==> src/logic/srw_pkg.sv <==
// Constants, types and selection helpers for the supervisor reset watchdog.
// Assumes a 40 MHz system clock and a 32-bit APB register port.
package srw_pkg;

  localparam int          CLK_HZ        = 40_000_000;
  localparam int          OSC_HZ        = 10_240;
  localparam int          OSC_DIV       = CLK_HZ / OSC_HZ;
  localparam int          DIV_W         = 12;

  localparam int          T_WD_SHORT_MS = 100;
  localparam int          T_WD_LONG_MS  = 1600;
  localparam int          T_RST_STD_MS  = 50;
  localparam int          T_RST_LONG_MS = 200;

  localparam int          CNT_W         = 16;
  localparam logic [15:0] INT_WD_SHORT  = 16'(T_WD_SHORT_MS * OSC_HZ / 1000);
  localparam logic [15:0] INT_WD_LONG   = 16'(T_WD_LONG_MS * OSC_HZ / 1000);
  localparam logic [15:0] INT_RST_STD   = 16'(T_RST_STD_MS * OSC_HZ / 1000);
  localparam logic [15:0] INT_RST_LONG  = 16'(T_RST_LONG_MS * OSC_HZ / 1000);
  localparam logic [15:0] EXT_WD_NORM   = 16'h0400;
  localparam logic [15:0] EXT_WD_POST   = 16'h1000;
  localparam logic [15:0] EXT_RST_STD   = 16'h0200;
  localparam logic [15:0] EXT_RST_LONG  = 16'h0800;
  localparam logic [15:0] CNT_ONE       = 16'h0001;
  localparam logic [15:0] CNT_ZERO      = 16'h0000;

  // Synchroniser lanes
  localparam int          SYNC_W        = 5;
  localparam int          SY_SUPPLY     = 0;
  localparam int          SY_TOGGLE     = 1;
  localparam int          SY_FLOAT      = 2;
  localparam int          SY_PERIOD     = 3;
  localparam int          SY_SEL        = 4;

  // APB map
  localparam int          ADDR_W        = 12;
  localparam logic [11:0] ADDR_CTRL     = 12'h000;
  localparam logic [11:0] ADDR_STATUS   = 12'h004;
  localparam logic [11:0] ADDR_WD_CNT   = 12'h008;
  localparam logic [11:0] ADDR_RST_CNT  = 12'h00C;
  localparam int          CTRL_LONG_BIT = 0;
  localparam int          CTRL_FIX_BIT  = 1;
  localparam int          ST_FLAG_BIT   = 3;
  localparam logic [1:0]  CTRL_RESET    = 2'h0;

  typedef struct packed {
    logic fixed_cfg;
    logic long_pulse;
  } srw_ctrl_t;

  typedef struct packed {
    logic internal_osc;
    logic wd_flag;
    logic long_mode;
    logic wdo_n;
    logic rst_active;
  } srw_status_t;

  typedef enum logic [0:0] {ST_HOLD, ST_RUN} srw_state_t;

  // Watchdog timeout in timing ticks
  function automatic logic [15:0] srw_timeout(input srw_ctrl_t c, input logic ext_clk,
                                              input logic period_hi, input logic long_mode);
    if (c.fixed_cfg)
      return INT_WD_LONG;
    else if (ext_clk)
      return long_mode ? EXT_WD_POST : EXT_WD_NORM;
    else if (long_mode || period_hi)
      return INT_WD_LONG;
    else
      return INT_WD_SHORT;
  endfunction

  // Reset active period in timing ticks
  function automatic logic [15:0] srw_reset_len(input srw_ctrl_t c, input logic ext_clk);
    if (ext_clk && !c.fixed_cfg)
      return c.long_pulse ? EXT_RST_LONG : EXT_RST_STD;
    else
      return c.long_pulse ? INT_RST_LONG : INT_RST_STD;
  endfunction

endpackage

==> src/logic/srw_tick_gen.sv <==
// Timing tick source: internal oscillator prescaler or external clock edges.
// Assumes the external level arrives already synchronised.
module srw_tick_gen
  import srw_pkg::*;
#(
  parameter int DIV = OSC_DIV
) (
  input  wire logic ref_clk_in,
  input  wire logic reset_in,
  input  wire logic use_ext_in,
  input  wire logic ext_level_in,
  output logic      tick_out
);

  localparam logic [DIV_W-1:0] DIV_LAST = DIV_W'(DIV - 1);
  localparam logic [DIV_W-1:0] DIV_ONE  = DIV_W'(1);

  logic [DIV_W-1:0] div_r;
  logic             ext_prev_r;
  logic             tick_r;

  wire logic        div_wrap = (div_r == DIV_LAST);
  wire logic        ext_rise = ext_level_in & ~ext_prev_r;
  // Internal tick at the oscillator rate; prescaler held so switching back starts clean
  wire logic        tick_nxt = use_ext_in ? ext_rise : div_wrap;

  always_ff @(posedge ref_clk_in) begin
    if (reset_in || use_ext_in || div_wrap) begin
      div_r <= '0;
    end else begin
      div_r <= div_r + DIV_ONE;
    end
  end

  always_ff @(posedge ref_clk_in) begin
    if (reset_in) begin
      ext_prev_r <= 1'b0;
      tick_r     <= 1'b0;
    end else begin
      ext_prev_r <= ext_level_in;
      tick_r     <= tick_nxt;
    end
  end

  assign tick_out = tick_r;

endmodule

==> src/logic/srw_top.sv <==
// Supervisor reset generator and watchdog with APB control and status.
// Assumes the supply comparator and midsupply detector are digital inputs.
//
// Decided for this implementation: the APB slave port and the register addresses.
module srw_top
  import srw_pkg::*;
#(
  parameter int OSC_DIV_P = OSC_DIV
) (
  input  wire logic              ref_clk_in,
  input  wire logic              reset_in,
  input  wire logic              supply_ok_in,
  input  wire logic              watchdog_toggle_input_in,
  input  wire logic              watchdog_toggle_float_in,
  input  wire logic              clock_source_select_in,
  input  wire logic              clock_or_period_input_in,
  input  wire logic              psel_in,
  input  wire logic              penable_in,
  input  wire logic              pwrite_in,
  input  wire logic [ADDR_W-1:0] paddr_in,
  input  wire logic [31:0]       pwdata_in,
  output logic      [31:0]       prdata_out,
  output logic                   pready_out,
  output logic                   pslverr_out,
  output logic                   reset_n_out,
  output logic                   reset_out,
  output logic                   watchdog_expired_n_out
);

  // Input synchronisers
  logic [SYNC_W-1:0] sync1_r;
  logic [SYNC_W-1:0] sync2_r;
  logic              toggle_prev_r;

  wire logic [SYNC_W-1:0] raw_in = {clock_source_select_in, clock_or_period_input_in,
                                    watchdog_toggle_float_in, watchdog_toggle_input_in,
                                    supply_ok_in};

  always_ff @(posedge ref_clk_in) begin
    if (reset_in) begin
      sync1_r       <= '0;
      sync2_r       <= '0;
      toggle_prev_r <= 1'b0;
    end else begin
      sync1_r       <= raw_in;
      sync2_r       <= sync1_r;
      toggle_prev_r <= sync2_r[SY_TOGGLE];
    end
  end

  wire logic supply_low  = ~sync2_r[SY_SUPPLY];
  wire logic wd_float    = sync2_r[SY_FLOAT];
  wire logic ext_clk     = ~sync2_r[SY_SEL];
  wire logic period_hi   = sync2_r[SY_PERIOD];
  // Floating input cannot produce a valid edge
  wire logic toggle_edge = (sync2_r[SY_TOGGLE] ^ toggle_prev_r) & ~wd_float;

  // Timing tick
  logic tick;

  srw_tick_gen #(
    .DIV (OSC_DIV_P)
  ) u_tick (
    .ref_clk_in   (ref_clk_in),
    .reset_in     (reset_in),
    .use_ext_in   (ext_clk),
    .ext_level_in (period_hi),
    .tick_out     (tick)
  );

  // Control register and state
  srw_ctrl_t   ctrl_r;
  srw_state_t  state_r;
  logic [15:0] rst_cnt_r;
  logic [15:0] wd_cnt_r;
  logic        long_mode_r;
  logic        wdo_n_r;
  logic        rst_n_r;
  logic        rst_r;
  logic        wd_flag_r;

  wire logic [15:0] timeout   = srw_timeout(ctrl_r, ext_clk, period_hi, long_mode_r);
  wire logic [15:0] reset_len = srw_reset_len(ctrl_r, ext_clk);

  wire logic hold_done = (state_r == ST_HOLD) & tick & ~supply_low
                         & (rst_cnt_r + CNT_ONE >= reset_len);
  wire logic run_tick  = (state_r == ST_RUN) & tick & ~wd_float & ~toggle_edge;
  // Expiry only while the input is actively driven
  wire logic expire    = run_tick & ~supply_low
                         & (wd_cnt_r + CNT_ONE >= timeout);

  srw_state_t  state_nxt;
  logic [15:0] rst_cnt_nxt;
  logic [15:0] wd_cnt_nxt;
  logic        long_mode_nxt;
  logic        wdo_n_nxt;

  always_comb begin
    state_nxt     = state_r;
    rst_cnt_nxt   = rst_cnt_r;
    wd_cnt_nxt    = wd_cnt_r;
    long_mode_nxt = long_mode_r;
    wdo_n_nxt     = wdo_n_r;
    if (toggle_edge) begin
      wdo_n_nxt = 1'b1;
    end
    case (state_r)
      ST_HOLD: begin
        wd_cnt_nxt    = CNT_ZERO;
        long_mode_nxt = 1'b1;
        if (supply_low) begin
          rst_cnt_nxt = CNT_ZERO;
        end else if (hold_done) begin
          state_nxt   = ST_RUN;
          rst_cnt_nxt = CNT_ZERO;
        end else if (tick) begin
          rst_cnt_nxt = rst_cnt_r + CNT_ONE;
        end
      end
      ST_RUN: begin
        if (supply_low) begin
          state_nxt   = ST_HOLD;
          rst_cnt_nxt = CNT_ZERO;
        end else if (toggle_edge || wd_float) begin
          wd_cnt_nxt = CNT_ZERO;
          if (toggle_edge) begin
            long_mode_nxt = 1'b0;
          end
        end else if (expire) begin
          state_nxt   = ST_HOLD;
          rst_cnt_nxt = CNT_ZERO;
          wd_cnt_nxt  = CNT_ZERO;
          wdo_n_nxt   = 1'b0;
        end else if (run_tick) begin
          wd_cnt_nxt = wd_cnt_r + CNT_ONE;
        end
      end
      default: begin
        state_nxt = ST_HOLD;
      end
    endcase
    if (supply_low) begin
      wdo_n_nxt = 1'b1;
    end
  end

  // Both reset pins come from one decision so they never disagree
  wire logic rst_assert_nxt = (state_nxt == ST_HOLD);

  // APB slave: one wait state, data and response registered
  logic [31:0] prdata_r;
  logic        pready_r;
  logic        pslverr_r;

  wire logic        access    = psel_in & penable_in & ~pready_r;
  wire logic        commit    = psel_in & penable_in & pready_r;
  wire logic        hit_ctrl  = (paddr_in == ADDR_CTRL);
  wire logic        hit_stat  = (paddr_in == ADDR_STATUS);
  wire logic        hit_wd    = (paddr_in == ADDR_WD_CNT);
  wire logic        hit_rst   = (paddr_in == ADDR_RST_CNT);
  wire logic        mapped    = hit_ctrl | hit_stat | hit_wd | hit_rst;
  wire logic        wr_ctrl   = commit & pwrite_in & hit_ctrl;
  wire logic        clr_flag  = commit & pwrite_in & hit_stat & pwdata_in[ST_FLAG_BIT];
  wire srw_status_t status    = '{internal_osc: ~ext_clk, wd_flag: wd_flag_r,
                                  long_mode: long_mode_r, wdo_n: wdo_n_r, rst_active: rst_r};
  wire logic [31:0] rd_mux    = hit_ctrl ? 32'(ctrl_r) :
                                hit_stat ? 32'(status) :
                                hit_wd   ? 32'(wd_cnt_r) :
                                hit_rst  ? 32'(rst_cnt_r) : 32'h0000_0000;
  // A new expiry beats a simultaneous software clear
  wire logic        flag_nxt  = expire | (wd_flag_r & ~clr_flag);

  always_ff @(posedge ref_clk_in) begin
    if (reset_in) begin
      prdata_r  <= 32'h0000_0000;
      pready_r  <= 1'b0;
      pslverr_r <= 1'b0;
      ctrl_r    <= CTRL_RESET;
    end else begin
      pready_r  <= access;
      pslverr_r <= access & ~mapped;
      prdata_r  <= (access & ~pwrite_in) ? rd_mux : 32'h0000_0000;
      if (wr_ctrl) begin
        ctrl_r <= srw_ctrl_t'({pwdata_in[CTRL_FIX_BIT], pwdata_in[CTRL_LONG_BIT]});
      end
    end
  end

  always_ff @(posedge ref_clk_in) begin
    if (reset_in) begin
      state_r     <= ST_HOLD;
      rst_cnt_r   <= CNT_ZERO;
      wd_cnt_r    <= CNT_ZERO;
      long_mode_r <= 1'b1;
      wdo_n_r     <= 1'b1;
      rst_n_r     <= 1'b0;
      rst_r       <= 1'b1;
      wd_flag_r   <= 1'b0;
    end else begin
      state_r     <= state_nxt;
      rst_cnt_r   <= rst_cnt_nxt;
      wd_cnt_r    <= wd_cnt_nxt;
      long_mode_r <= long_mode_nxt;
      wdo_n_r     <= wdo_n_nxt;
      rst_n_r     <= ~rst_assert_nxt;
      rst_r       <= rst_assert_nxt;
      wd_flag_r   <= flag_nxt;
    end
  end

  assign prdata_out             = prdata_r;
  assign pready_out             = pready_r;
  assign pslverr_out            = pslverr_r;
  assign reset_n_out            = rst_n_r;
  assign reset_out              = rst_r;
  assign watchdog_expired_n_out = wdo_n_r;

  // Checks
  a_reset_pair_compl: assert property (@(posedge ref_clk_in) disable iff (reset_in)
    reset_out == ~reset_n_out)
    else $error("reset outputs not complementary");

  a_low_supply_reset: assert property (@(posedge ref_clk_in) disable iff (reset_in)
    supply_low |=> !reset_n_out && reset_out)
    else $error("reset not asserted on low supply");

  a_wdo_low_supply: assert property (@(posedge ref_clk_in) disable iff (reset_in)
    supply_low |=> watchdog_expired_n_out)
    else $error("expired status not high on low supply");

  a_expiry_resets: assert property (@(posedge ref_clk_in) disable iff (reset_in)
    expire |=> !reset_n_out && !watchdog_expired_n_out && state_r == ST_HOLD)
    else $error("expiry did not reset");

  a_float_disables: assert property (@(posedge ref_clk_in) disable iff (reset_in)
    (state_r == ST_RUN && wd_float && !supply_low) |=> wd_cnt_r == CNT_ZERO && reset_n_out)
    else $error("watchdog ran while input floating");

  a_toggle_restarts: assert property (@(posedge ref_clk_in) disable iff (reset_in)
    (state_r == ST_RUN && toggle_edge && !supply_low) |=> wd_cnt_r == CNT_ZERO && !long_mode_r)
    else $error("toggle did not restart timeout");

  a_reset_end_long: assert property (@(posedge ref_clk_in) disable iff (reset_in)
    hold_done |=> state_r == ST_RUN && long_mode_r && wd_cnt_r == CNT_ZERO && reset_n_out)
    else $error("reset end did not restart long timeout");

  a_wdo_held_low: assert property (@(posedge ref_clk_in) disable iff (reset_in)
    (!watchdog_expired_n_out && !toggle_edge && !supply_low) |=> !watchdog_expired_n_out)
    else $error("expired status released without toggle");

  a_hold_pulse_len: assert property (@(posedge ref_clk_in) disable iff (reset_in)
    (state_r == ST_HOLD && rst_cnt_r + CNT_ONE < reset_len) |=> state_r == ST_HOLD)
    else $error("reset pulse ended early");

  a_apb_one_wait: assert property (@(posedge ref_clk_in) disable iff (reset_in)
    (psel_in && penable_in && !pready_out) |=> pready_out)
    else $error("APB answer late");

  a_apb_ready_pulse: assert property (@(posedge ref_clk_in) disable iff (reset_in)
    pready_out |=> !pready_out)
    else $error("APB ready longer than one cycle");

  a_apb_err_unmapped: assert property (@(posedge ref_clk_in) disable iff (reset_in)
    (psel_in && penable_in && !pready_out && !mapped) |=> pslverr_out)
    else $error("APB error missing on unmapped address");

  a_apb_rdata_idle: assert property (@(posedge ref_clk_in) disable iff (reset_in)
    !pready_out |-> prdata_out == 32'h0000_0000)
    else $error("APB read data not zero outside answer");

  a_ctrl_write_lands: assert property (@(posedge ref_clk_in) disable iff (reset_in)
    wr_ctrl |=> ctrl_r.long_pulse == $past(pwdata_in[CTRL_LONG_BIT])
                && ctrl_r.fixed_cfg == $past(pwdata_in[CTRL_FIX_BIT]))
    else $error("control write lost");

  a_flag_set_expiry: assert property (@(posedge ref_clk_in) disable iff (reset_in)
    expire |=> wd_flag_r)
    else $error("expiry flag not set");

  a_flag_clear_works: assert property (@(posedge ref_clk_in) disable iff (reset_in)
    (clr_flag && !expire) |=> !wd_flag_r)
    else $error("expiry flag not cleared");

  a_low_supply_hold: assert property (@(posedge ref_clk_in) disable iff (reset_in)
    supply_low |=> state_r == ST_HOLD && rst_cnt_r == CNT_ZERO)
    else $error("reset period not restarted on low supply");

  a_hold_keeps_long: assert property (@(posedge ref_clk_in) disable iff (reset_in)
    state_r == ST_HOLD |=> long_mode_r)
    else $error("long timeout not armed during reset");

  a_run_count_step: assert property (@(posedge ref_clk_in) disable iff (reset_in)
    (state_r == ST_RUN && run_tick && !expire && !supply_low) |=> wd_cnt_r == $past(wd_cnt_r) + CNT_ONE)
    else $error("watchdog count did not advance");

  a_run_count_idle: assert property (@(posedge ref_clk_in) disable iff (reset_in)
    (state_r == ST_RUN && !tick && !toggle_edge && !wd_float && !supply_low) |=> $stable(wd_cnt_r))
    else $error("watchdog count moved without tick");

  a_hold_count_idle: assert property (@(posedge ref_clk_in) disable iff (reset_in)
    (state_r == ST_HOLD && !tick && !supply_low) |=> $stable(rst_cnt_r) && state_r == ST_HOLD)
    else $error("reset count moved without tick");

  a_wdo_rise_cause: assert property (@(posedge ref_clk_in) disable iff (reset_in)
    $rose(watchdog_expired_n_out) |-> $past(toggle_edge) || $past(supply_low))
    else $error("expired status released without cause");

  a_wdo_fall_cause: assert property (@(posedge ref_clk_in) disable iff (reset_in)
    $fell(watchdog_expired_n_out) |-> $past(expire))
    else $error("expired status low without expiry");

  a_long_leaves_kick: assert property (@(posedge ref_clk_in) disable iff (reset_in)
    $fell(long_mode_r) |-> $past(toggle_edge))
    else $error("long timeout left without toggle");

endmodule

==> config.mk <==
export PLATFORM = sky130hd
export DESIGN_NAME = srw_top
export DESIGN_NICKNAME = d
export VERILOG_FILES = /design/src/logic/srw_pkg.sv /design/src/logic/srw_tick_gen.sv /design/src/logic/srw_top.sv
export SDC_FILE = /design/constraint.sdc
export NUM_CORES = 1
export LEC_CHECK = 0
export BUFFER_PORTS_ARGS = -buffer_cell sky130_fd_sc_hd__buf_2
export CAP_MARGIN = 20
export CORE_MARGIN = 1.5
export CORE_UTILIZATION = 50
export CTS_BUF_LIST = sky130_fd_sc_hd__clkbuf_2
export DETAILED_ROUTE_END_ITERATION = 7
export PLACE_DENSITY_LB_ADDON = 0.3
export SYNTH_ARGS = -nofsm -noshare
export SYNTH_HDL_FRONTEND = slang
export SYNTH_SLANG_ARGS = --single-unit
export TNS_END_PERCENT = 50
==> constraint.sdc <==
create_clock -name ref_clk_in -period 3.4 [get_ports ref_clk_in]
set_clock_uncertainty 0.1 [all_clocks]
set_input_delay 0.34 -clock ref_clk_in [delete_from_list [all_inputs] [get_ports ref_clk_in]]
set_output_delay 0.34 -clock ref_clk_in [all_outputs]
set_load 0.01 [all_outputs]
After elaboration in Yosys (flattened, before gate mapping)
Cells that the tools add are included.
{"block": "word_totals", "reg_bits": 98, "inputBits": 54, "wordCells": 123}
{"block": "classes", "n_addsub": 3, "order_cmp": 2, "eq_ne": 11, "mux": 36, "bitwise_logic": 37, "reduce_logical": 13}
{"cell": "two-way mux 16 bit", "n": 13}
{"cell": "case mux 16 bit (2 select lines)", "n": 2}
{"cell": "adder 16 x 1 -> 16 bit (second input constant)", "n": 2}
{"cell": "two-way mux 15 bit", "n": 2}
{"cell": "equality test 12 x 4 -> 1 bit (second input constant)", "n": 2}
{"cell": "bitwise AND 1 bit", "n": 20}
{"cell": ">= comparator 16 x 12 -> 1 bit", "n": 1}
{"cell": ">= comparator 16 bit", "n": 1}
{"cell": "two-way mux 1 bit", "n": 13}
{"cell": "two-way mux 13 bit", "n": 1}
{"cell": "adder 12 x 1 -> 12 bit (second input constant)", "n": 1}
{"cell": "equality test 12 bit (second input constant)", "n": 1}
{"cell": "equality test 12 x 3 -> 1 bit (second input constant)", "n": 1}
{"cell": "logical NOT 12 bit", "n": 1}
{"cell": "two-way mux 12 bit", "n": 1}
{"cell": "inverter 1 bit", "n": 12}
{"cell": "AND reduction 3 bit", "n": 2}
{"cell": "two-way mux 5 bit", "n": 1}
{"cell": "OR reduction 5 bit", "n": 1}
{"cell": "logical OR 1 bit", "n": 4}
{"cell": "!= test 2 bit (second input constant)", "n": 2}
{"cell": "!= test 4 x 1 -> 1 bit (second input constant)", "n": 1}
{"cell": "!= test 4 x 3 -> 1 bit (second input constant)", "n": 1}
{"cell": "OR 1 bit", "n": 4}
{"cell": "other kinds (10)", "n": 12}

Longest topological paths before layout
Gate-level depths: netlist (run 1).
{"block": "depth", "word_depth": 11, "depth_mapped": 16, "depth_no_buf": 13}

Cells and area by module
From an unflattened synthesis (run 1), not the netlist that was laid out.
{"block": "hier_totals", "hier_cells": 504, "area_unflattened_um2": 4375.4}
{"module": "srw_top", "n_inst": 1, "cells_each": 437, "area_each_um2": 3771.1}
{"module": "srw_tick_gen", "n_inst": 1, "cells_each": 67, "area_each_um2": 604.3}

Worst setup path after synthesis (run 1)
OpenSTA, ideal clock, no wires.
{"block": "synth_timing", "path_kind": "reg-to-reg", "startpoint": "reg wd_cnt_r[0]", "endpoint": "reg rst_cnt_r[11]", "setup_time_ns": 0.123, "arrival_ns": 3.180, "slack_ns": -0.004, "path_stages_with_launch": 15, "path_buffers": 1, "period_less_slack_ns": 3.404, "path_cell_list": "dfxtp_1 ha_1 buf_2 nand3_1 or2_2 nor3_1 xor2_1 ha_1 nand4b_1 nor4_1 nor3b_1 a311oi_2 o21ai_4 a31oi_1 mux2_1"}
{"block": "synth_via", "elab_chain_len": 5}
{"item": "start: declaration", "line_no": "srw_top.sv:75", "source": "logic [15:0] wd_cnt_r;"}
{"item": "start signal: assignment", "line_no": "srw_top.sv:202", "source": "wd_cnt_r <= wd_cnt_nxt;"}
{"item": "adder 16 x 1 -> 16 bit", "line_no": "srw_top.sv:90", "source": "& (wd_cnt_r + CNT_ONE >= timeout);"}
{"item": ">= comparator 16 bit", "line_no": "srw_top.sv:90"}
{"item": "bitwise AND 1 bit", "line_no": "srw_top.sv:90"}
{"item": "!= test 3 x 2 -> 1 bit (no line)"}
{"item": "AND reduction 3 bit (no line)"}
{"item": "end signal: assignment", "line_no": "srw_top.sv:201", "source": "rst_cnt_r <= rst_cnt_nxt;"}
{"item": "end: declaration", "line_no": "srw_top.sv:74", "source": "logic [15:0] rst_cnt_r;"}
Every way passes these cells.
A chain may end at the register's enable or synchronous reset.

Final worst setup path (run 1)
{"block": "layout_timing", "startpoint": "reg wd_cnt_r[0]", "endpoint": "reg rst_cnt_r[14]"}
The elaborated chain is that of the path after synthesis.

==> run summary, run 1 <==
The clock period minus final worst setup slack came out at 3.34 ns. The tool flagged a number of max-cap violations equal to 0. The mean instance size in the synthesized netlist came out at between 8 and 9 µm². The number of max-slew violations in the final report came to 0. The clock-pin slew of the registers on the worst-case setup and hold paths came out at approximately 0.26 ns. TritonCTS built the clock tree. Measured in cells, the most critical reg-to-reg path has a length of 16. CTS placed an instance of sky130_fd_sc_hd__clkbuf_2 at the clock tree root.

The final count of negative-setup-slack endpoints is 0. The startpoint of the worst hold path is pwdata_in[3]. Of the total power, the clock network draws 0.380. The internal power came out at 1.27 mW. The first global-routing pass estimated about 16000 µm of wire.

The area added between synthesis and finish came out at 16.5%. The final layout contains routed wiring with a total length of 10300 µm. The peak clock frequency supported by timing is 0.299 GHz. The design area is approximately 0.0051 mm². The die outline area is 0.00929 mm². The number of placement rows came out at 33. The net switching share of the total power is 0.259.

The number of diodes is 0. The worst path buffer plus inverter count is 3. The setup slack after layout came out at 0.0606 ns.

STA classifies the critical path startpoint as a flop. At the pin with the least slew margin, the transition time is between 0.7 and 0.8 ns. The leakage power of the design came out at 2.02 nW. The register-to-register setup slack is 0.06 ns.

The number of distinct library cells after synthesis came out at 65. The count of synthesis-stage warnings from yosys came out at 0. The required time reported for the critical path endpoint came out at 3.83 ns. Counting the buffers created by CTS gives 9.

The core footprint came out at 0.00834 mm². The detailed-routing iteration count for the pre-antenna-repair pass is 6. The final cell count without fillers is between 600 and 700. The overflow left after global routing came out at 0.

The net switching component of the power is ~0.44 mW. The startpoint identified for the worst register-to-register timing path is wd_cnt_r[0]$_SDFFE_PP0P_. The total power came out at about 1.7 mW. Traced cell by cell, the critical path runs through ha_4 > nand3_2 > or2_4 > nor3_4 > xor2_2 > ha_2 > nand4b_1 > nor4_2 > nor3b_2 > a311oi_2 > buf_4 > o21ai_4 > a311oi_2 > buf_6 > buf_6 > and2_4. The worst-case clock buffer depth came out at 2. The flow ran to the end, and the final reports show no timing, DRC or antenna violations. The number of stages on the worst hold path is 4.

The logic gate share of total power is 0.049. Dividing the detail-routed via count by the number of cells gives 5.70. The number of instances in the synthesized netlist is 497. The DRC violation total after the first TritonRoute iteration came out at 239.

Dividing the detail-routed wire length by the instance count gives 15.3 µm. The worst-case headroom to the max-slew limit came out at 0.501. The largest individual stage delay along the critical path comes from the cell sky130_fd_sc_hd__dfxtp_2. Hold timing on the final database bottoms out at a slack of 0.0427 ns. The predominant post-synthesis flop cell is sky130_fd_sc_hd__dfxtp_1. The sequential element share of the synthesized area is 0.376. The quantity of I/O buffers inserted on ports came out at 45. The global-route total usage across every layer came out at 0.234. Entering global routing, the biggest net connects between 40 and 50 pins.

The setup path with the least slack is of type reg -> reg. In this run the critical register-to-register path is captured at rst_cnt_r[14]$_SDFFE_PP0P_. The kind of cell with the highest combined delay along the critical path is simple AND/OR/NAND/NOR gates.

The number of instances in the placed design came out at 638. The detailed placer's ending HPWL is 7240 µm. The sum of negative setup slack is 0 ns.

The die span in y is 96.4 µm. The final estimated routing congestion in global placement is 0.947. The highest ir drop seen on vdd is 0.267 mV. The worst hold path terminates at wd_flag_r$_SDFF_PP0_.

The DRC violation count after routing came out at 0. The worst path arrival time came out at 3.77 ns. Measured along the x axis, the die boundary spans 96.4 µm. The tree built by TritonCTS fans out to 82 sinks. The number of antenna violations at the first check in global routing is 0. The cell area after technology mapping is between 0.004 and 0.005 mm². The power density over the cells came out at 336 mW/mm². Setup repair after global routing could not meet its margin everywhere.

The number of enable flip-flop cells after synthesis came out at 0. The via count of the first global-routing pass is 3419. The worst slack at placement is -0.0215 ns. The routed via count came out at approximately 3800.

The maximum level of the CTS H-tree came out at 3. The total of flip-flops plus latches after synthesis is between 80 and 90. For this configuration, the core starts out at a cell density of 0.523. The total number of nets in the final design is between 600 and 700. The path type of the worst min-delay path is in -> reg. In the final layout, the share of cells above drive strength 1 is 0.221. The detail route stage leaves a number of antenna-violating nets equal to 0.

The cell area reported after detailed placement came out at 0.00469 mm². The post-route core utilization came out at 0.610. The async set-reset flop share out of synthesis came out at 0. The insertion delay to the later sink of the worst-skew pair came out at 0.58 ns. The final critical-path share of the clock period is 0.982. The critical-path maximum fanout came out at 6. In this design, the stage delay of the slowest critical-path cell is roughly 0.42 ns. The kind of end point of the critical path is a flop.

The share of total power in sequential cells came out at 0.571. The count of endpoints failing hold in the final timing report is 0. 91 I/O pins were placed.
[worst max path at each step]
stage,from,endpoint,cells past startpoint
floorplan,wd_cnt_r[0]$_SDFFE_PP0P_,rst_cnt_r[9]$_SDFFE_PP0P_,15
global placement,wd_cnt_r[0]$_SDFFE_PP0P_,rst_cnt_r[3]$_SDFFE_PP0P_,13
detailed placement,wd_cnt_r[1]$_SDFFE_PP0P_,rst_cnt_r[11]$_SDFFE_PP0P_,13
CTS,wd_cnt_r[1]$_SDFFE_PP0P_,rst_cnt_r[9]$_SDFFE_PP0P_,14
global route,wd_cnt_r[0]$_SDFFE_PP0P_,rst_cnt_r[14]$_SDFFE_PP0P_,16
finish,wd_cnt_r[0]$_SDFFE_PP0P_,rst_cnt_r[14]$_SDFFE_PP0P_,16
[cells by family after synthesis]
| kind of cell | after synthesis | share of synthesized area |
|---|---|---|
| and+or+nand+nor | 228 | 0.290 |
| DFF | 82 | 0.376 |
| AOI/OAI and AO/OA | 80 | 0.143 |
| buffers and inverters | 59 | 0.0766 |
| xor gates and xnor gates | 25 | 0.0502 |
| adders and majority gates | 11 | 0.0315 |
| muxes | 11 | 0.0318 |
| other | 1 | 0.000860 |
[registers in the layout, indices dropped and copies added, names as in the netlist, 2 cells and up]
register      flops
sync1_r           5
sync2_r           5
rst_cnt_r        16
u_tick.div_r     12
wd_cnt_r         16
ctrl_r            2
prdata_out       16
[power by group through the flow]
| stage | clock, mW | sequential [mW] | combinational (mW) |
|---|---|---|---|
| after global routing | 0.709 | 0.980 | 0.0925 |
| after detailed placement | 0 | 0.995 | 0.0693 |
| final | 0.650 | 0.977 | 0.0833 |
| after global placement | 0 | 0.994 | 0.0680 |
| after floorplan | 0 | 0.994 | 0.0584 |
| after CTS | 0.664 | 0.977 | 0.0787 |
[worst min-delay path: stages]
cell,delay (ns)
sky130_fd_sc_hd__buf_2,0.12
sky130_fd_sc_hd__nand2_1,0.07
sky130_fd_sc_hd__o41ai_1,0.06
sky130_fd_sc_hd__a21oi_1,0.13
[cell usage in the layout, fill, tap and decap left out, drive strengths merged, types with 4 or more instances in the layout]
master	synthesis	routed
a211o	7	7
a211oi	4	4
a21o	6	6
a21oi	6	6
a221o	4	4
a22oi	15	15
a31oi	4	4
and2	10	10
and3	5	5
buf	35	78
clkbuf	15	9
conb	1	16
dfxtp	82	82
dlygate4sd3	0	10
ha	11	11
inv	8	12
mux2i	6	6
nand2	28	28
nand2b	6	6
nand3	22	22
nand4	11	11
nor2	60	60
nor2b	25	25
nor3	12	12
nor3b	5	5
nor4	16	16
nor4b	4	4
nor4bb	5	5
o21ai	10	10
o31ai	5	5
or3	6	6
xnor2	15	15
xor2	10	10
[synth_stat cells, types with 6 or more instances]
cell type,instances,area share
sky130_fd_sc_hd__nor3_1,12,0.014
sky130_fd_sc_hd__inv_1,8,0.0069
sky130_fd_sc_hd__a21o_1,6,0.010
sky130_fd_sc_hd__mux2i_1,6,0.014
sky130_fd_sc_hd__and2_1,10,0.014
sky130_fd_sc_hd__nand4_1,9,0.013
sky130_fd_sc_hd__clkbuf_1,15,0.013
sky130_fd_sc_hd__nand2b_1,6,0.0086
sky130_fd_sc_hd__ha_1,11,0.032
sky130_fd_sc_hd__o21ai_0,8,0.0092
sky130_fd_sc_hd__nand2_1,28,0.024
sky130_fd_sc_hd__buf_4,21,0.036
sky130_fd_sc_hd__nor2b_1,25,0.036
sky130_fd_sc_hd__or3_1,6,0.0086
sky130_fd_sc_hd__nand3_1,21,0.024
sky130_fd_sc_hd__a21oi_1,6,0.0069
sky130_fd_sc_hd__xor2_1,10,0.020
sky130_fd_sc_hd__nor4_1,15,0.022
sky130_fd_sc_hd__dfxtp_1,82,0.38
sky130_fd_sc_hd__a22oi_1,15,0.026
sky130_fd_sc_hd__a211o_1,7,0.014
sky130_fd_sc_hd__nor2_1,60,0.052
sky130_fd_sc_hd__buf_2,9,0.010
sky130_fd_sc_hd__xnor2_1,15,0.030
[routing by layer]
metal / track usage / routed length, µm
met1: 0.308 / 4590
met2: 0.373 / 4830
met3: 0.0501 / 509
met4: 0.0954 / 321
met5: 0 / 0
[timing repair]
action / CTS / global route
setup buffers: 0 / 5
hold endpoints to repair: 10 / 0
cloned: 0 / 1
pin swaps: 1 / 5
hold buffers: 10 / 0
resized for setup: 1 / 20
setup endpoints to repair: 10 / 33
[final cells by class]
type	instances	area [µm²]
clock buffer	9	45.0
fill	740	3260
sequential	82	1640
multi-input combinational	371	2530
inverter	9	33.8
tap	105	131
timing repair buffer	88	592
clock inverter	7	108
Power figures use the tool's default switching activity.
==> run 2: changes to the inputs <==
--- a/config.mk
+++ b/config.mk
@@ -7,10 +7,12 @@
 export LEC_CHECK = 0
 export BUFFER_PORTS_ARGS = -buffer_cell sky130_fd_sc_hd__buf_2
 export CAP_MARGIN = 20
+export CORE_ASPECT_RATIO = 0.75
 export CORE_MARGIN = 1.5
 export CORE_UTILIZATION = 50
 export CTS_BUF_LIST = sky130_fd_sc_hd__clkbuf_2
 export DETAILED_ROUTE_END_ITERATION = 7
+export GPL_TIMING_DRIVEN = 0
 export PLACE_DENSITY_LB_ADDON = 0.3
 export SYNTH_ARGS = -nofsm -noshare
 export SYNTH_HDL_FRONTEND = slang
==> run summary, run 2 (same netlist as run 1, synthesis figures left out) <==
The worst path buffer plus inverter count came out at 3 (unchanged). The area added between synthesis and finish came out at 21.5%. The post-route antenna net violation count is 0 (unchanged).

The critical-path maximum fanout is 8 (+2). The clock period minus final worst setup slack is 3.42 ns (+0.0780 ns). The layout cell share with drive strength beyond 1 is 0.256 (+0.0351). The DRC violation total after the first TritonRoute iteration came out at 343 (+44%).

Setup repair after global routing could not meet its margin everywhere. For this design, the slowest cell found on the critical path is sky130_fd_sc_hd__dfxtp_1. The global-route total usage across every layer came to 0.240 (+0.00561).

The sum of routed wire length over all layers came out at 11000 µm (+7.7%). The power density over the cells came out at 299 mW/mm² (-11%). The number of max-slew violations in the final report came out at 0 (unchanged). The flow ran to the end, but the final reports show violations. The total clock buffers created by CTS is 9 (unchanged).

The worst hold slack is 0.0440 ns (+0.00124 ns). The die span in y is 83.9 µm (-13%). The via density per instance came out at 5.68 (-0.48%). The number of diodes is 0 (unchanged). The number of instances in the placed design came out at 664 (+4.1%). The number of placement rows came out at 29 (-12%). The number of antenna violations at the first check in global routing came out at 0 (unchanged).

The worst path arrival time came out at 3.78 ns (about the same). The overall die width came out at 111 µm (+15%). STA classifies the critical path startpoint as a flop. The peak clock frequency supported by timing is 0.293 GHz (-2.3%). The largest net degree at the start of global routing came out at 15 (-69%). The final estimated routing congestion in global placement came out at 0.988 (+4.4%). The DRC violation count after routing is 0 (unchanged). The detailed-routing iteration count for the pre-antenna-repair pass is 5 (-1). The tree is rooted in a sky130_fd_sc_hd__clkbuf_2. The total number of nets in the final design is 651 (+4.0%). The kind of cell adding the most delay to the critical path is compound AO/OA/AOI/OAI gates.

The worst-case headroom to the max-slew limit came to 0.522 (+0.0209). The detailed placer's ending HPWL came out at 7730 µm (+6.7%). The core footprint came out at 0.00845 mm² (+1.4%).

The setup slack after layout came to -0.0174 ns (-0.0780 ns). The quantity of I/O buffers inserted on ports came to 44 (-2.2%). The required time reported for the critical path endpoint is 3.77 ns (-0.06 ns). The number of inserted filler cells in the final layout came to 707 (-4.5%). The count of endpoints failing hold in the final timing report came out at 0 (unchanged). The path type of the worst min-delay path is in -> reg. The final critical-path share of the clock period came to 1.01 (+0.0229). The overflow left after global routing is 0 (unchanged). The starting utilization of the core area came to 0.516 (-0.00704). The slew at the pin closest to its max-slew limit is 0.717 ns (-0.0298 ns). The count of maximum capacitance violations was 0 (unchanged). The leakage power of the design came to 2.09 nW (+3.4%). The worst-case clock buffer depth was 2 (unchanged).

The sum of negative setup slack came to -0.0174 ns (-0.0174 ns). The critical path class is reg -> reg. The final cell count without fillers is 698 (+4.0%). The via count of the first global-routing pass is 3592 (+5.1%). The clock-pin slew of the registers on the worst-case setup and hold paths was 0.22 ns (-0.04 ns).

In the layout the commonest cells are 77 x sky130_fd_sc_hd__dfxtp_1, 58 x sky130_fd_sc_hd__nor2_1, 49 x sky130_fd_sc_hd__buf_2. The largest incremental delay on the critical path came out at 0.35 ns (-0.07 ns). The average wire per cell in the routed design came out at 15.8 µm (+3.6%).

TritonCTS built the clock tree. The number of clock sinks came out at 82 (unchanged). The top-level port count came out at 91 (unchanged).

The maximum level of the CTS H-tree came to 3 (unchanged). The kind of end point of the critical path is a flop. The routed via count came out at 3962 (+3.5%). The highest ir drop seen on vdd came out at 0.260 mV (-2.7%).

The most common library cell in the layout ignoring fill and taps is sky130_fd_sc_hd__dfxtp_1. The wire length of the first global-routing pass is 17900 µm (+9.2%). The checks that failed: negative setup slack.

The final count of negative-setup-slack endpoints came to 1 (+1). The insertion delay to the later sink of the worst-skew pair is 0.55 ns (-0.03 ns). The die outline area is 0.00930 mm² (about the same). Traced cell by cell, the critical path runs through buf_4 > nand4_4 > or2_4 > nor3_4 > xor2_2 > ha_2 > buf_4 > a211oi_1 > a211o_1 > nor3b_2 > a311oi_4 > o21ai_4 > a311oi_4 > buf_6 > a221o_1.
## run 2: cell count changes in the layout (fill, tap and decap cells not counted), sizes merged
cell | before | now
clkbuf | 9 | 26
buf | 78 | 89
dlygate4sd3 | 10 | 7
inv | 12 | 9
clkinv | 1 | 3
bufinv | 2 | 1
clkinvlp | 1 | 2
## run 2: what timing repair did
item,CTS,global route
pin swaps,12,17
endpoints found under the setup margin,35,33
gates cloned,1,1
endpoints found under the hold margin,7,0
hold buffers,7,0
gates resized for setup,26,31
setup buffers,10,5
## run 2: where the power goes
| group | switching, mW | total [mW] | internal, mW |
|---|---|---|---|
| clock | 0.342 | 0.508 | 0.167 |
| sequential | 0.00538 | 0.975 | 0.969 |
| combinational | 0.0531 | 0.0996 | 0.0466 |
| total | 0.400 | 1.58 | 1.18 |
## run 2: worst reg2reg max path, cell delays in order (launching register included)
cell,delay (ns)
sky130_fd_sc_hd__dfxtp_1,0.35
sky130_fd_sc_hd__buf_4,0.17
sky130_fd_sc_hd__nand4_4,0.11
sky130_fd_sc_hd__or2_4,0.28
sky130_fd_sc_hd__nor3_4,0.24
sky130_fd_sc_hd__xor2_2,0.19
sky130_fd_sc_hd__ha_2,0.20
sky130_fd_sc_hd__buf_4,0.11
sky130_fd_sc_hd__a211oi_1,0.04
sky130_fd_sc_hd__a211o_1,0.30
sky130_fd_sc_hd__nor3b_2,0.26
sky130_fd_sc_hd__a311oi_4,0.10
sky130_fd_sc_hd__o21ai_4,0.16
sky130_fd_sc_hd__a311oi_4,0.19
sky130_fd_sc_hd__buf_6,0.19
sky130_fd_sc_hd__a221o_1,0.34
## run 2: per-stage QoR
step | area, µm² | utilization | total power [mW] | worst slack, ns
2_1_floorplan | 4430 | - | 1.05 | 0.0342
3_3_place_gp | 4780 | 0.565 | 1.08 | -0.572
3_5_place_dp | 4780 | 0.565 | 1.08 | -0.661
4_1_cts | 5150 | 0.610 | 1.59 | -0.0130
5_1_grt | 5300 | 0.627 | 1.64 | -0.198
6_report | 5300 | 0.627 | 1.58 | -0.0174
## run 2: final timing paths
kind	start	endpoint	slack, ns	cells after the start
hold / removal	pwdata_in[3]	wd_flag_r$_SDFF_PP0_	0.04	4
setup reg to reg	wd_cnt_r[5]$_SDFFE_PP0P_	rst_cnt_r[9]$_SDFFE_PP0P_	-0.02	15
hold reg to reg	sync1_r[0]$_SDFF_PP0_	sync2_r[0]$_SDFF_PP0_	0.36	1
setup / recovery	wd_cnt_r[5]$_SDFFE_PP0P_	rst_cnt_r[9]$_SDFFE_PP0P_	-0.02	15
## run 2: per-layer routing
metal | GRT usage | up-vias | part of all wire
li1 | - | 1933 | -
met1 | 0.340 | 1822 | 0.46
met2 | 0.355 | 185 | 0.44
met3 | 0.0697 | 22 | 0.083
met4 | 0.0629 | 0 | 0.013
met5 | 0 | - | 0
## run 2: final cells by class
type / count / area [µm²] / area share
multi-input cells: 371 / 2650 / 0.499
flip-flops and latches: 82 / 1650 / 0.312
clock buffers: 9 / 45.0 / 0.00850
inverters: 9 / 33.8 / 0.00637
clock inverters: 6 / 66.3 / 0.0125
well taps: 108 / 135 / 0.0255
repair buffers: 66 / 408 / 0.0769
plain buffers: 47 / 314 / 0.0592
==> run 3: changes to the inputs <==
--- a/config.mk
+++ b/config.mk
@@ -13,6 +13,7 @@
 export CTS_BUF_LIST = sky130_fd_sc_hd__clkbuf_2
 export DETAILED_ROUTE_END_ITERATION = 7
 export GPL_TIMING_DRIVEN = 0
+export MAX_ROUTING_LAYER = met4
 export PLACE_DENSITY_LB_ADDON = 0.3
 export SYNTH_ARGS = -nofsm -noshare
 export SYNTH_HDL_FRONTEND = slang
==> run summary, run 3 (same netlist as run 1, synthesis figures left out) <==
The flow ran to the end, but the final reports show violations. The final reports fail on negative setup slack. The number of instances in the placed design came out at 664 (unchanged). The area added between synthesis and finish is 23.7%.

The final count of negative-setup-slack endpoints is 9 (+8). The startpoint of the worst hold path is pwdata_in[3]. The final cell count without fillers came out at 711 (+1.9%).

The worst setup path is launched from a flop. The DRC violation total after the first TritonRoute iteration came to 296 (-14%). The area occupied by multi-input gates came out at 0.00265 mm² (+0.28%). The total power was 1.53 mW (-3.6%). The number of antenna violations at the first check in global routing is 0 (unchanged).

The insertion delay to the later sink of the worst-skew pair came out at 0.57 ns (+0.02 ns). The worst path arrival time is 3.87 ns (+0.09 ns). The min-delay analysis places its worst path in the category in -> reg.

The clock period minus final worst setup slack is 3.45 ns (+0.0330 ns). In this run the critical register-to-register path is launched from wd_cnt_r[7]$_SDFFE_PP0P_. The maximum level of the CTS H-tree came to 3 (unchanged). The worst-case headroom to the max-slew limit was 0.491 (-0.0307).

The top cell types in the final layout, fill and taps aside, are 78 x sky130_fd_sc_hd__dfxtp_1, 57 x sky130_fd_sc_hd__nor2_1, 51 x sky130_fd_sc_hd__buf_2. The via count of the first global-routing pass is 3624 (+0.89%). The post-route antenna net violation count came out at 0 (unchanged). The number of max-slew violations in the final report came out at 0 (unchanged).

The worst setup path is captured at a flop. The endpoint identified for the worst register-to-register timing path is wd_cnt_r[8]$_SDFFE_PP0P_. The routed via count came to 4037 (+1.9%). The detailed placer's ending HPWL is 7800 µm (+1.0%). The number of cell instances on the worst register-to-register path is 16 (+1). The final critical-path share of the clock period is 1.01 (+0.00969). The root cell of the clock tree is sky130_fd_sc_hd__clkbuf_2.

The slew at the pin closest to its max-slew limit came to 0.763 ns (+0.0461 ns). The power density over the cells is 283 mW/mm² (-5.3%). The final estimated routing congestion in global placement came out at 0.978 (-1.0%). The register-to-register setup slack came out at -0.05 ns (-0.03 ns). The average wire per cell in the routed design is 16.0 µm (+1.2%). The design area is 0.00540 mm² (+1.8%). The leakage power of the design came out at 2.16 nW (+3.3%). The critical path is of the reg -> reg type.

The sum of routed wire length over all layers is 11400 µm (+3.1%). The number of placement rows is 29 (unchanged). The number of clock sinks is 82 (unchanged). The DRC violation count after routing came out at 0 (unchanged). The core footprint came out at 0.00845 mm² (unchanged). The number of inserted filler cells in the final layout came out at 723 (+2.3%). The critical-path maximum fanout is 7 (-1). The worst-case clock buffer depth came out at 2 (unchanged). The number of stages on the worst hold path came out at 4 (unchanged). The die span in y is 83.9 µm (unchanged). The peak clock frequency supported by timing came out at 0.290 GHz (-0.96%).

The cell area reported after detailed placement came to 0.00478 mm² (unchanged). The detailed-routing iteration count for the pre-antenna-repair pass is 5 (unchanged). The overflow left after global routing came out at 0 (unchanged). For hold timing, the worst endpoint is wd_flag_r$_SDFF_PP0_. The largest net degree at the start of global routing came out at 15 (unchanged). The sequential cell area was 0.00165 mm² (about the same). The post-route core utilization was 0.639 (+0.0115).

The required time reported for the critical path endpoint came out at 3.82 ns (+0.05 ns). The starting utilization of the core area is 0.516 (unchanged). Setup repair after global routing could not meet its margin everywhere. The most common library cell in the layout ignoring fill and taps is sky130_fd_sc_hd__dfxtp_1.

The top-level port count came out at 91 (unchanged). The global-route total usage across every layer came to 0.247 (+0.00733). The highest ir drop seen on vdd was 0.231 mV (-11%). The wire length of the first global-routing pass was 17900 µm (-0.16%). The setup slack after layout is -0.0503 ns (-0.0330 ns). The number of diodes was 0 (unchanged). The via density per instance came out at 5.68 (about the same). The die outline area came out at 0.00930 mm² (unchanged). TritonCTS built the clock tree. The total clock buffers created by CTS came out at 9 (unchanged). The overall die width is 111 µm (unchanged). The layout cell share with drive strength beyond 1 came out at 0.272 (+0.0160). The count of maximum capacitance violations is 0 (unchanged).

The quantity of I/O buffers inserted on ports is 44 (unchanged). The total number of nets in the final design is 663 (+1.8%). The clock-pin slew of the registers on the worst-case setup and hold paths came to 0.23 ns (about the same). The count of endpoints failing hold in the final timing report was 0 (unchanged).
-- run 3: routing by layer --
metal  vias to the layer above  routed length (µm)  GRT usage
met2                       191                4940      0.361
met5                         -                   0          -
met4                         0                 166     0.0746
li1                       1943                   -          -
met1                      1881                5360      0.337
met3                        22                 920     0.0610
-- run 3: worst max-delay path: stages, from the launching register on --
cell                       delay, ns
sky130_fd_sc_hd__dfxtp_1        0.58
sky130_fd_sc_hd__nand3_2        0.16
sky130_fd_sc_hd__or2_4          0.28
sky130_fd_sc_hd__nor3_4         0.23
sky130_fd_sc_hd__xor2_2         0.14
sky130_fd_sc_hd__ha_4           0.21
sky130_fd_sc_hd__nand4b_1       0.19
sky130_fd_sc_hd__nor4_2         0.20
sky130_fd_sc_hd__nor3b_2        0.09
sky130_fd_sc_hd__a311oi_2       0.19
sky130_fd_sc_hd__buf_4          0.18
sky130_fd_sc_hd__buf_12         0.10
sky130_fd_sc_hd__o211ai_4       0.09
sky130_fd_sc_hd__buf_6          0.16
sky130_fd_sc_hd__buf_4          0.14
sky130_fd_sc_hd__o31ai_2        0.21
sky130_fd_sc_hd__a21o_1         0.16
-- run 3: timing repair --
action / CTS / global route
hold buffers: 7 / 0
pin swaps: 6 / 10
hold endpoints to repair: 7 / 0
setup buffers: 12 / 10
gates cloned: 1 / 2
setup endpoints to repair: 34 / 33
resized for setup: 18 / 35
-- run 3: area by class of cell --
class	count	area share
tap	108	0.0250
inverter	9	0.00626
clock buffer	10	0.00927
clock inverter	6	0.00765
timing repair buffer	76	0.0939
multi-input combinational	371	0.492
buffer	49	0.0605
sequential	82	0.306
-- run 3: how the worst max path moves through the flow --
stage	startpoint	end	slack [ns]	depth (start not counted)
final	wd_cnt_r[7]$_SDFFE_PP0P_	wd_cnt_r[8]$_SDFFE_PP0P_	-0.05	16
after global routing	wd_cnt_r[0]$_SDFFE_PP0P_	wd_cnt_r[7]$_SDFFE_PP0P_	-0.16	18
after CTS	rst_cnt_r[3]$_SDFFE_PP0P_	rst_cnt_r[11]$_SDFFE_PP0P_	0.002	13
after detailed placement	wd_cnt_r[0]$_SDFFE_PP0P_	rst_cnt_r[9]$_SDFFE_PP0P_	-0.55	15
after global placement	wd_cnt_r[0]$_SDFFE_PP0P_	rst_cnt_r[9]$_SDFFE_PP0P_	-0.55	15
after floorplan	wd_cnt_r[0]$_SDFFE_PP0P_	rst_cnt_r[9]$_SDFFE_PP0P_	0.03	15
-- run 3: through the flow --
stage	worst slack (ns)	setup TNS (ns)	hold slack, ns
4_1_cts	0.00240	0	0.0176
3_3_place_gp	-0.547	-13.34	0.323
5_1_grt	-0.163	-2.99	0.0274
3_5_place_dp	-0.554	-13.84	0.329
6_report	-0.0503	-0.223	0.0380
2_1_floorplan	0.0342	0	0.314
-- run 3: report_power, final --
| group | switching (mW) | internal (mW) |
|---|---|---|
| sequential | 0.00521 | 0.970 |
| combinational | 0.0544 | 0.0485 |
| clock | 0.349 | 0.0996 |
